**config.mk**
```make
export PLATFORM = sky130hd
export DESIGN_NAME = ascs_top
export DESIGN_NICKNAME = d
export VERILOG_FILES = /design/src/logic/ascs_pkg.sv /design/src/logic/ascs_top.sv
export SDC_FILE = /design/constraint.sdc
export NUM_CORES = 1
export LEC_CHECK = 0
export BUFFER_PORTS_ARGS = -buffer_cell sky130_fd_sc_hd__buf_2
export CAP_MARGIN = 20
export CORE_AREA = 2 2 185 187
export DETAILED_ROUTE_END_ITERATION = 8
export DIE_AREA = 0 0 187 189
export PLACE_DENSITY = 0.63
export SLEW_MARGIN = 40
export SYNTH_ARGS = -nofsm -noshare
export SYNTH_HDL_FRONTEND = slang
export SYNTH_SLANG_ARGS = --single-unit
export TNS_END_PERCENT = 50
```
**constraint.sdc**
```tcl
create_clock -name clk -period 8.7 [get_ports clk]
set_clock_uncertainty 0.05 [all_clocks]
set_input_delay 2.175 -clock clk [delete_from_list [all_inputs] [get_ports clk]]
set_output_delay 2.175 -clock clk [all_outputs]
set_load 0.005 [all_outputs]
```
**src/logic/ascs_pkg.sv**
```systemverilog
// Constants, command layout and state types of the ADC scan sequencer.
// Assumes a 125 MHz system clock; the serial pins arrive asynchronously.
package ascs_pkg;

    ////////////////////////////////////////////////////////////////////////
    // Timing
    localparam int CLK_NS        = 8;
    localparam int T_ACQ_NS      = 1400;
    localparam int ACQ_CYC       = (T_ACQ_NS + CLK_NS - 1) / CLK_NS;
    localparam int T_REF_WAKE_NS = 65000;
    localparam int REF_WAKE_CYC  = (T_REF_WAKE_NS + CLK_NS - 1) / CLK_NS;
    localparam int TIMER_W       = 14;

    ////////////////////////////////////////////////////////////////////////
    // Command byte selector bits and field positions
    localparam int CMD_CONV_BIT   = 7;
    localparam int CMD_SETUP_BIT  = 6;
    localparam int CMD_AVG_BIT    = 5;
    localparam int CMD_RESET_BIT  = 4;
    localparam int CONV_CH_LSB    = 3;
    localparam int CONV_SCAN_LSB  = 1;
    localparam int SETUP_CLK_LSB  = 4;
    localparam int SETUP_REF_LSB  = 2;
    localparam int AVG_EN_BIT     = 4;
    localparam int AVG_DEPTH_LSB  = 2;
    localparam int AVG_REP_LSB    = 0;
    localparam int RESET_FIFO_BIT = 3;

    // Clock, reference and scan mode codes
    localparam logic [1:0] CLKM_INT_PIN = 2'h0;
    localparam logic [1:0] CLKM_EXT_ACQ = 2'h1;
    localparam logic [1:0] CLKM_INT_CMD = 2'h2;
    localparam logic [1:0] CLKM_SCLK    = 2'h3;
    localparam logic [1:0] REF_INT_AUTO = 2'h0;
    localparam logic [1:0] REF_EXT      = 2'h1;
    localparam logic [1:0] REF_INT_ON   = 2'h2;
    localparam logic [1:0] REF_RESERVED = 2'h3;
    localparam logic [1:0] SCAN_UP_TO_N = 2'h0;
    localparam logic [1:0] SCAN_N_UP    = 2'h1;
    localparam logic [1:0] SCAN_REPEAT  = 2'h2;
    localparam logic [1:0] SCAN_SINGLE  = 2'h3;

    // Channels, FIFO address width, reset values
    localparam logic [3:0] CH_TOP      = 4'hF;
    localparam logic [3:0] CH_TOP_PIN  = 4'hE;
    localparam logic [1:0] CLK_MODE_RST = 2'h2;
    localparam int FIFO_AW = 4;

    ////////////////////////////////////////////////////////////////////////
    // Carriers
    typedef struct packed {
        logic sclk;
        logic cs_n;
        logic din;
    } ascs_spi_in_t;

    typedef struct packed {
        logic       power;
        logic       ref_power;
        logic [3:0] channel;
        logic       sample_req;
    } ascs_ana_out_t;

    typedef struct packed {
        logic       sample_valid;
        logic [9:0] sample_data;
    } ascs_ana_in_t;

    typedef enum logic [4:0] {
        S_IDLE  = 5'b00001,
        S_WAKE  = 5'b00010,
        S_ACQ   = 5'b00100,
        S_CONV  = 5'b01000,
        S_TRACK = 5'b10000
    } ascs_seq_t;

    // Bit 0 first stage, bit 1 second stage, bit 2 previous value
    typedef struct packed {
        logic [2:0] sclk;
        logic [2:0] cs_n;
        logic [2:0] din;
        logic [2:0] cnv;
    } ascs_sync_t;

    typedef struct packed {
        logic [1:0] clk_mode;
        logic [1:0] ref_mode;
        logic       avg_en;
        logic [1:0] avg_depth;
        logic [1:0] rep_cnt;
        logic [3:0] chan_n;
        logic [1:0] scan_mode;
    } ascs_regs_t;

    typedef struct packed {
        logic [3:0] cur_ch;
        logic [3:0] last_ch;
        logic [3:0] res_left;
        logic [5:0] avg_left;
    } ascs_scan_t;

    typedef struct packed {
        ascs_sync_t               sy;
        ascs_regs_t               rg;
        ascs_seq_t                st;
        ascs_scan_t               sc;
        logic [14:0]              acc;
        logic [TIMER_W-1:0]       timer;
        logic                     scan_busy;
        logic                     eoc_n;
        ascs_ana_out_t            ana;
        logic [15:0][15:0]        mem;
        logic [FIFO_AW:0]         wr;
        logic [FIFO_AW:0]         rd;
        logic [7:0]               in_sr;
        logic [2:0]               in_cnt;
        logic [15:0]              out_sr;
        logic [3:0]               out_cnt;
    } ascs_state_t;

    localparam ascs_state_t ST_RESET = '{
        sy: '{sclk: 3'h0, cs_n: 3'h7, din: 3'h0, cnv: 3'h7},
        rg: '{clk_mode: CLK_MODE_RST, default: '0},
        st: S_IDLE,
        eoc_n: 1'b1,
        default: '0
    };

endpackage

```
**src/logic/ascs_top.sv**
```systemverilog
// Command decode, scan sequencing, result FIFO and serial port of the ADC.
// Assumes an analog core on clk that answers sample_req with sample_valid;
// serial pins and convert_start_n are asynchronous and synchronised here.
//
// Function
// [RULE1] Bit7=0, bit6=1: setup byte, clock/ref fields
// [RULE2] Modes 00/01: internal clock, pin starts
// [RULE3] Modes 10/11: internal or serial clock
// [RULE4] Power-up: registers zero, clock mode 10
// [RULE5] Everything shut down until a scan
// [RULE6] Reference codes: auto, external, always on
// [RULE7] Bits 7:5=001: averaging byte fields
// [RULE8] Averaging depth 1, 4, 8, 16, 32
// [RULE9] Repeat scan gives 4, 8, 12, 16 results
// [RULE10] Bits 7:4=0001: reset all or FIFO
// [RULE11] Result word: 4 zeros, 10 bits, 2 zeros
// [RULE12] Sample input on rise, shift on fall
// [RULE13] Start by pin or by conversion byte
// [RULE14] Mode 00 pulse runs a whole scan
// [RULE15] End flag low until CS or start falls
// [RULE16] Host waits for end flag before starting
// [RULE17] Host holds start low for acquisition
// [RULE18] Mode 01: fall tracks, rise converts
// [RULE19] Mode 01: one pulse per conversion averaged
// [RULE20] Mode 10: byte runs scan, flag until CS
// [RULE21] Bit7=1: conversion byte, channel and scan
// [RULE22] Scan modes: 0..N, N..top, repeat, single
// [RULE23] Mode 11 never averages
// [RULE24] Sixteen-entry FIFO, in order, reset clears
// [RULE25] Reference wake wait before auto-ref scans; mode 01 goes straight to tracking with no wait
`timescale 1ns/10ps

module ascs_top #(
    parameter int REF_WAKE_CYCLES = ascs_pkg::REF_WAKE_CYC
) (
    input  wire logic                    clk,
    input  wire logic                    srst,
    input  wire ascs_pkg::ascs_spi_in_t  spi_i,
    input  wire logic                    convert_start_n,
    input  wire ascs_pkg::ascs_ana_in_t  ana_i,
    output logic                         dout,
    output logic                         eoc_n,
    output ascs_pkg::ascs_ana_out_t      ana_o
);
    import ascs_pkg::*;

    // Registered state, its next value and a copy kept across a reset command
    ascs_state_t q;
    ascs_state_t d;
    ascs_state_t keep;
    // Pin edges, command strobe and accumulator helpers
    logic        sclk_rise;
    logic        sclk_fall;
    logic        cs_low;
    logic        cs_fall;
    logic        cnv_rise;
    logic        cnv_fall;
    logic        cmd_v;
    logic [7:0]  cmd;
    logic [14:0] acc_n;
    logic        last_conv;
    logic        scan_end;

    ////////////////////////////////////////////////////////////////////////
    // Conversions per result
    function automatic logic [5:0] avg_count(ascs_regs_t r);
        if (!r.avg_en || r.clk_mode == CLKM_SCLK)               // RULE23
            return 6'h01;                                       // RULE8
        return 6'(6'h04 << r.avg_depth);                        // RULE8
    endfunction

    // First channel, last channel and repeat count of a new scan
    function automatic ascs_scan_t scan_init(ascs_regs_t r);
        ascs_scan_t s;
        logic [3:0] top;
        top = r.clk_mode[1] ? CH_TOP : CH_TOP_PIN;              // RULE3
        s.avg_left = avg_count(r);
        s.res_left = 4'h0;
        s.cur_ch   = r.chan_n;
        s.last_ch  = r.chan_n;
        unique case (r.scan_mode)                               // RULE22
            SCAN_UP_TO_N: s.cur_ch = 4'h0;
            SCAN_N_UP:    s.last_ch = top;
            SCAN_REPEAT:  s.res_left = {r.rep_cnt, 2'h3};       // RULE9
            SCAN_SINGLE:  s.res_left = 4'h0;
        endcase
        return s;
    endfunction

    // Power up and enter the wake or acquisition phase
    function automatic ascs_state_t start_scan(ascs_state_t s);
        s.sc            = scan_init(s.rg);
        s.acc           = '0;
        s.ana.power     = 1'b1;
        s.ana.ref_power = (s.rg.ref_mode != REF_EXT);
        if (s.rg.ref_mode == REF_INT_AUTO) begin
            s.st    = S_WAKE;                                   // RULE25
            s.timer = TIMER_W'(REF_WAKE_CYCLES - 1);
        end else begin
            s.st    = S_ACQ;
            s.timer = TIMER_W'(ACQ_CYC - 1);
        end
        return s;
    endfunction

    // Averaged value placed in the output word
    function automatic logic [15:0] fmt(logic [14:0] a, ascs_regs_t r);
        logic [14:0] v;
        // Shift is 2 plus depth, reckoned in 3 bits so the two top depths do not wrap
        v = (avg_count(r) == 6'h01) ? a : (a >> (3'(r.avg_depth) + 3'h2)); // RULE8
        return {4'h0, v[9:0], 2'h0};                            // RULE11
    endfunction

    ////////////////////////////////////////////////////////////////////////
    // Edges of the synchronised pins
    assign sclk_rise = q.sy.sclk[1] & ~q.sy.sclk[2];
    assign sclk_fall = ~q.sy.sclk[1] & q.sy.sclk[2];
    assign cs_low    = ~q.sy.cs_n[1];
    assign cs_fall   = ~q.sy.cs_n[1] & q.sy.cs_n[2];
    assign cnv_rise  = q.sy.cnv[1] & ~q.sy.cnv[2];
    assign cnv_fall  = ~q.sy.cnv[1] & q.sy.cnv[2];

    ////////////////////////////////////////////////////////////////////////
    // Next state
    always_comb begin
        keep      = '0;
        cmd_v     = 1'b0;
        cmd       = 8'h00;
        acc_n     = '0;
        last_conv = 1'b0;
        scan_end  = 1'b0;
        d         = q;
        d.ana.sample_req = 1'b0;

        // Two-stage synchronisers plus previous value
        // Only stage two reads stage one; edges compare stages two and three
        d.sy.sclk = {q.sy.sclk[1:0], spi_i.sclk};
        d.sy.cs_n = {q.sy.cs_n[1:0], spi_i.cs_n};
        d.sy.din  = {q.sy.din[1:0], spi_i.din};
        d.sy.cnv  = {q.sy.cnv[1:0], convert_start_n};

        // Command byte assembly on rising serial clock
        if (!cs_low) begin
            d.in_cnt = 3'h0;
        end else if (sclk_rise) begin
            d.in_sr  = {q.in_sr[6:0], q.sy.din[1]};             // RULE12
            d.in_cnt = q.in_cnt + 3'h1;
            if (q.in_cnt == 3'h7) begin
                cmd_v = 1'b1;
                cmd   = {q.in_sr[6:0], q.sy.din[1]};
            end
        end

        // Result shifting on falling serial clock, one entry per select
        // No reload on the sixteenth fall: the next select would pop again
        // and drop an entry; clocks past 16 shift out zeros
        if (cs_fall) begin
            d.out_cnt = 4'h0;
            if (q.wr != q.rd) begin
                d.out_sr = q.mem[q.rd[FIFO_AW-1:0]];           // RULE24
                d.rd     = q.rd + 5'h01;
            end else begin
                d.out_sr = 16'h0000;
            end
        end else if (cs_low && sclk_fall) begin
            d.out_sr  = {q.out_sr[14:0], 1'b0};                 // RULE12
            d.out_cnt = q.out_cnt + 4'h1;
        end

        // End flag released by chip select, or by the start pin in 00/01
        if (cs_fall || (!q.rg.clk_mode[1] && cnv_fall))
            d.eoc_n = 1'b1;                                     // RULE15

        // Sequencer
        unique case (q.st)
            S_IDLE: begin
                if (q.rg.clk_mode == CLKM_INT_PIN && cnv_rise)
                    d = start_scan(d);                          // RULE14
                if (q.rg.clk_mode == CLKM_EXT_ACQ && cnv_fall) begin
                    if (!q.scan_busy) begin
                        d.sc  = scan_init(q.rg);                // RULE18
                        d.acc = '0;
                    end
                    d.scan_busy     = 1'b1;
                    d.ana.power     = 1'b1;                     // RULE18
                    d.ana.ref_power = (q.rg.ref_mode != REF_EXT);
                    d.st            = S_TRACK;
                end
            end
            S_WAKE: begin
                d.timer = q.timer - 1'b1;
                if (q.timer == '0) begin
                    d.st    = S_ACQ;                            // RULE25
                    d.timer = TIMER_W'(ACQ_CYC - 1);
                end
            end
            S_ACQ: begin
                d.timer = q.timer - 1'b1;
                if (q.timer == '0) begin
                    d.st             = S_CONV;                  // RULE2
                    d.ana.sample_req = 1'b1;
                end
            end
            S_TRACK: begin
                if (cnv_rise) begin
                    d.st             = S_CONV;                  // RULE18
                    d.ana.sample_req = 1'b1;
                end
            end
            S_CONV: begin
                if (ana_i.sample_valid) begin
                    acc_n         = q.acc + {5'h00, ana_i.sample_data};
                    d.acc         = acc_n;
                    d.sc.avg_left = q.sc.avg_left - 6'h01;
                    last_conv     = (q.sc.avg_left == 6'h01);
                    if (last_conv) begin
                        // Push the result unless the FIFO is full
                        if (q.wr != {~q.rd[FIFO_AW], q.rd[FIFO_AW-1:0]}) begin
                            d.mem[q.wr[FIFO_AW-1:0]] = fmt(acc_n, q.rg); // RULE24
                            d.wr = q.wr + 5'h01;
                        end
                        d.acc         = '0;
                        d.sc.avg_left = avg_count(q.rg);        // RULE8
                        scan_end = (q.sc.res_left == 4'h0) && (q.sc.cur_ch == q.sc.last_ch);
                        if (q.sc.res_left != 4'h0)
                            d.sc.res_left = q.sc.res_left - 4'h1; // RULE9
                        else if (!scan_end)
                            d.sc.cur_ch = q.sc.cur_ch + 4'h1;   // RULE19
                    end
                    if (q.rg.clk_mode == CLKM_EXT_ACQ) begin
                        // One conversion per start pulse, then shut down
                        d.st        = S_IDLE;                   // RULE19
                        d.ana.power = 1'b0;
                        d.eoc_n     = 1'b0;                     // RULE18
                        if (scan_end) begin
                            d.scan_busy     = 1'b0;
                            d.ana.ref_power = (q.rg.ref_mode == REF_INT_ON); // RULE6
                        end
                    end else if (scan_end) begin
                        d.st            = S_IDLE;
                        d.ana.power     = 1'b0;                 // RULE20
                        d.ana.ref_power = (q.rg.ref_mode == REF_INT_ON); // RULE6
                        d.eoc_n         = 1'b0;                 // RULE14
                    end else begin
                        d.st    = S_ACQ;
                        d.timer = TIMER_W'(ACQ_CYC - 1);
                    end
                end
            end
        endcase

        // Command decode
        if (cmd_v) begin
            if (cmd[CMD_CONV_BIT]) begin
                d.rg.chan_n    = cmd[CONV_CH_LSB +: 4];         // RULE21
                d.rg.scan_mode = cmd[CONV_SCAN_LSB +: 2];       // RULE21
                if (q.rg.clk_mode[1] && q.st == S_IDLE)
                    d = start_scan(d);                          // RULE13
            end else if (cmd[CMD_SETUP_BIT]) begin
                d.rg.clk_mode = cmd[SETUP_CLK_LSB +: 2];        // RULE1
                // Reserved reference code leaves the field as it was
                if (cmd[SETUP_REF_LSB +: 2] != REF_RESERVED)
                    d.rg.ref_mode = cmd[SETUP_REF_LSB +: 2];    // RULE6
            end else if (cmd[CMD_AVG_BIT]) begin
                d.rg.avg_en    = cmd[AVG_EN_BIT];               // RULE7
                d.rg.avg_depth = cmd[AVG_DEPTH_LSB +: 2];       // RULE7
                d.rg.rep_cnt   = cmd[AVG_REP_LSB +: 2];         // RULE7
            end else if (cmd[CMD_RESET_BIT]) begin
                d.wr = '0;                                      // RULE24
                d.rd = '0;                                      // RULE10
                if (!cmd[RESET_FIFO_BIT]) begin
                    // Defaults everywhere except the pin synchronisers and the serial port itself
                    keep     = d;
                    d        = ST_RESET;                        // RULE10
                    d.sy     = keep.sy;
                    d.in_sr  = keep.in_sr;
                    d.in_cnt = keep.in_cnt;
                    d.out_sr = keep.out_sr;
                    d.out_cnt = keep.out_cnt;
                end
            end
        end

        d.ana.channel = d.sc.cur_ch;
    end

    ////////////////////////////////////////////////////////////////////////
    // State register
    // Synchronous reset returns every field to its power-up default
    always_ff @(posedge clk) begin
        if (srst)
            q <= ST_RESET;                                      // RULE4 RULE5
        else
            q <= d;
    end

    // Outputs straight from state flops
    // No logic between the flops and the pins
    assign dout  = q.out_sr[15];                                // RULE11
    assign eoc_n = q.eoc_n;
    assign ana_o = q.ana;

endmodule // ascs_top

```
==> metrics.md <==
| Metric | Value |
|---|---|
| Top cell type's share of synthesized area | `43.9%` |
| Total CTS buffers | `41` |
| Share of cells above drive strength 1 | `15.3%` |
| Power Density | `190 nW/um^2` |
| Worst-skew pair later-pin latency | `0.56 ns` |
| Crit path arrival time | `5.36 ns` |
| Post-route setup TNS | `0 ns` |
| Gr ovfl total | `0` |
| Slowest stage delay, CP | `0.59 ns` |
| Ant. Diodes | `0` |
| CP Capture Type | `flip-flop` |
| Global-route wire length before repair | `69.6 mm` |
| Leak pwr | `6.92 nW` |
| Most frequent cell after synthesis | `dfxtp_1` |
| Tcrit/Tclk final | `57.7%` |
| Vias/cell | `6.12` |
| Fin. Hold Viols | `0` |
| Syn nets | `1818` |
| Via count | `13400` |
| Final Setup Violations | `0` |
| Fin util | `56.1%` |
| Asr flop ratio synth | `0%` |
| CTS tree | `built` |
| Mean post-synth cell area | `9.63 sq um` |
| Dpl ws | `3.15 ns` |
| Clk pwr share | `48.9%` |
| Max cap viols | `0` |
| CP Max Fanout | `16` |
| IO Count | `26` |
| Vias in the first global route | `12600` |
| Synth area leader | `dfxtp_1` |
| Hold/Removal Path Class | `flip-flop to flip-flop` |
| Starting density of the core | `51.4%` |
| Worst EP required | `9.04 ns` |
| Final WL | `43.1 mm` |
| Seq cells post-synth | `375` |
| CP top delay family | `compound AO/OA/AOI/OAI gates` |
| Final std cell area, no fill | `18700 sq um` |
| Netlist cell types | `89` |
| # nets final | `1747` |
| Critical path cell sequence | `buf_2, ha_1, fa_1, a211oi_1, nor3_4, nor4_2, nor3_1, xor2_1, o2111a_1, o21ai_2, a31oi_1` |
| Post-synth EDFFs | `0` |
| Slew HR | `41.7%` |
| Hold_buf cts | `0` |
| Reg clk slew, reported paths | `0.06 ns` |
| Period minus WS final | `5.02 ns` |
| Top cells by count, synth | `375 x dfxtp_1, 164 x o21ai_0, 127 x nor2_1, 108 x and3_1, 104 x nand2_1` |
| Reg2reg setup slack | `5.12 ns` |
| Yosys warnings | `0` |
| Initial antenna violation count | `1` |
| Post-Place Cells | `2112` |
| DRC | `0` |
| Register share of total power | `48.6%` |
| Core ar. | `33300 sq um` |
| Placed wire-length estimate | `27.1 mm` |
| Die Wd | `187 microns` |
| Post-CTS Setup Inserts | `0` |
| Layout area overhead | `8.98%` |
| Total power | `3.55 mW` |
| Outcome | `finished, final reports clean` |
| Kind of critical path | `primary input to flip-flop` |
| Port buffer count | `25` |
| Ys flop type | `dfxtp_1` |
| RSZ-0062 raised after global routing | `false` |
| Mapped cell area | `17100 sq um` |
| Final worst setup slack | `3.68 ns` |
| Post-cts sizing count | `0` |
| CTS Sinks | `375` |
| Slowest-stage cell, CP | `o21ai_2` |
| Starting DRT DRC Count | `1192` |
| Largest net degree at the start of global routing | `122` |
| Switching power | `0.773 mW` |
| Internal power | `2.78 mW` |
| Fmax | `199 MHz` |
| Die ar. | `35300 sq um` |
| Max-slew violations | `0` |
| First drt pass iteration count | `5` |
| Antenna-violating nets left | `0` |
| Tot GR Track Use | `24.5%` |
| Worst Path Buf+Inv | `1` |
| Top cells by area, synth | `dfxtp_1 44%, mux4_2 11%, o21ai_0 4.8%, and3_1 3.9%, a21oi_1 2.9%` |
| DP Area | `17300 sq um` |
| Hold_ws | `0.355 ns` |
| Worst vdd ir | `0.171 mV` |
| Combinational share of power | `2.6%` |
| H-tree Lvls | `2` |
| Cell Count, Final, Fillers Out | `2185` |
| Worst-margin pin slew | `0.873 ns` |
| CTS max path bufs | `3` |
| Placer Congestion | `0.835` |
| Row count | `67` |
| Switching Share | `21.8%` |
| Clock Tree Root | `clkbuf_16` |
| Floorplan die height | `189 microns` |
| Post-Synthesis Cells | `1778` |
| Routed len/inst | `19.7 microns` |
| Seq/Total Area, Yosys | `43.9%` |
| Crit start category | `primary input` |
## power by group through the flow
stage	registers (mW)	logic (mW)	clock network (mW)
detailed placement	1.76	0.0904	0
finish	1.73	0.0908	1.74
global placement	1.76	0.0883	0
global route	1.73	0.0996	1.84
floorplan	1.76	0.0677	0
CTS	1.73	0.0906	1.77
## cells by family (layout without fill, tap and decap cells)
kind of cell	after synthesis	after routing	synth area share [%]
compound gates	498	498	18.1
xor+xnor	32	32	1.68
fa+ha+maj	23	23	1.73
buf+inv	170	129	4.34
flops	375	375	43.9
mux	105	105	12.6
simple gates	575	575	17.7
## sequential cells by signal, indices dropped and copies added (netlist names)
register	count
dout	1
eoc_n	1
ana_o	7
q	366
## final timing paths
| check | startpoint | endpoint | cells after the start |
|---|---|---|---|
| worst max-delay path | ana_i[0] | q[148] | 11 |
| worst min-delay path | q[379] | q[380] | 1 |
| worst max register to register | q[320] | q[148] | 10 |
| worst min register to register | q[379] | q[380] | 1 |
## layout make-up
| cell class | instances | area, sq um |
|---|---|---|
| clock buffer | 61 | 1220 |
| clock inverter | 12 | 121 |
| fill | 2933 | 14600 |
| inverter | 17 | 63.8 |
| multi-input combinational | 1233 | 8930 |
| sequential | 375 | 7510 |
| tap | 448 | 561 |
| timing repair buffer | 39 | 241 |
## placed cells by master (no fill, tap or decap), types with 36 or more instances in the layout
cell type  Yosys  final
and3_1       108    108
nand3_1       84     84
clkbuf_16      0     43
nor2_1       127    125
mux4_2        86     86
a22oi_1       36     36
o21ai_0      164    164
dfxtp_1      375    371
a31oi_1       50     50
a21oi_1       98     97
nand2_1      104    104
## layer usage
| layer | routed length, microns | global-route usage (%) | vias to the layer above |
|---|---|---|---|
| li1 | - | - | 6428 |
| met1 | 20200 | 35.9 | 6488 |
| met2 | 19500 | 37.8 | 385 |
| met3 | 2460 | 2.95 | 70 |
| met4 | 1030 | 8.15 | 0 |
| met5 | 0 | 0 | - |
Note: power is estimated with default switching activity, not from simulation.
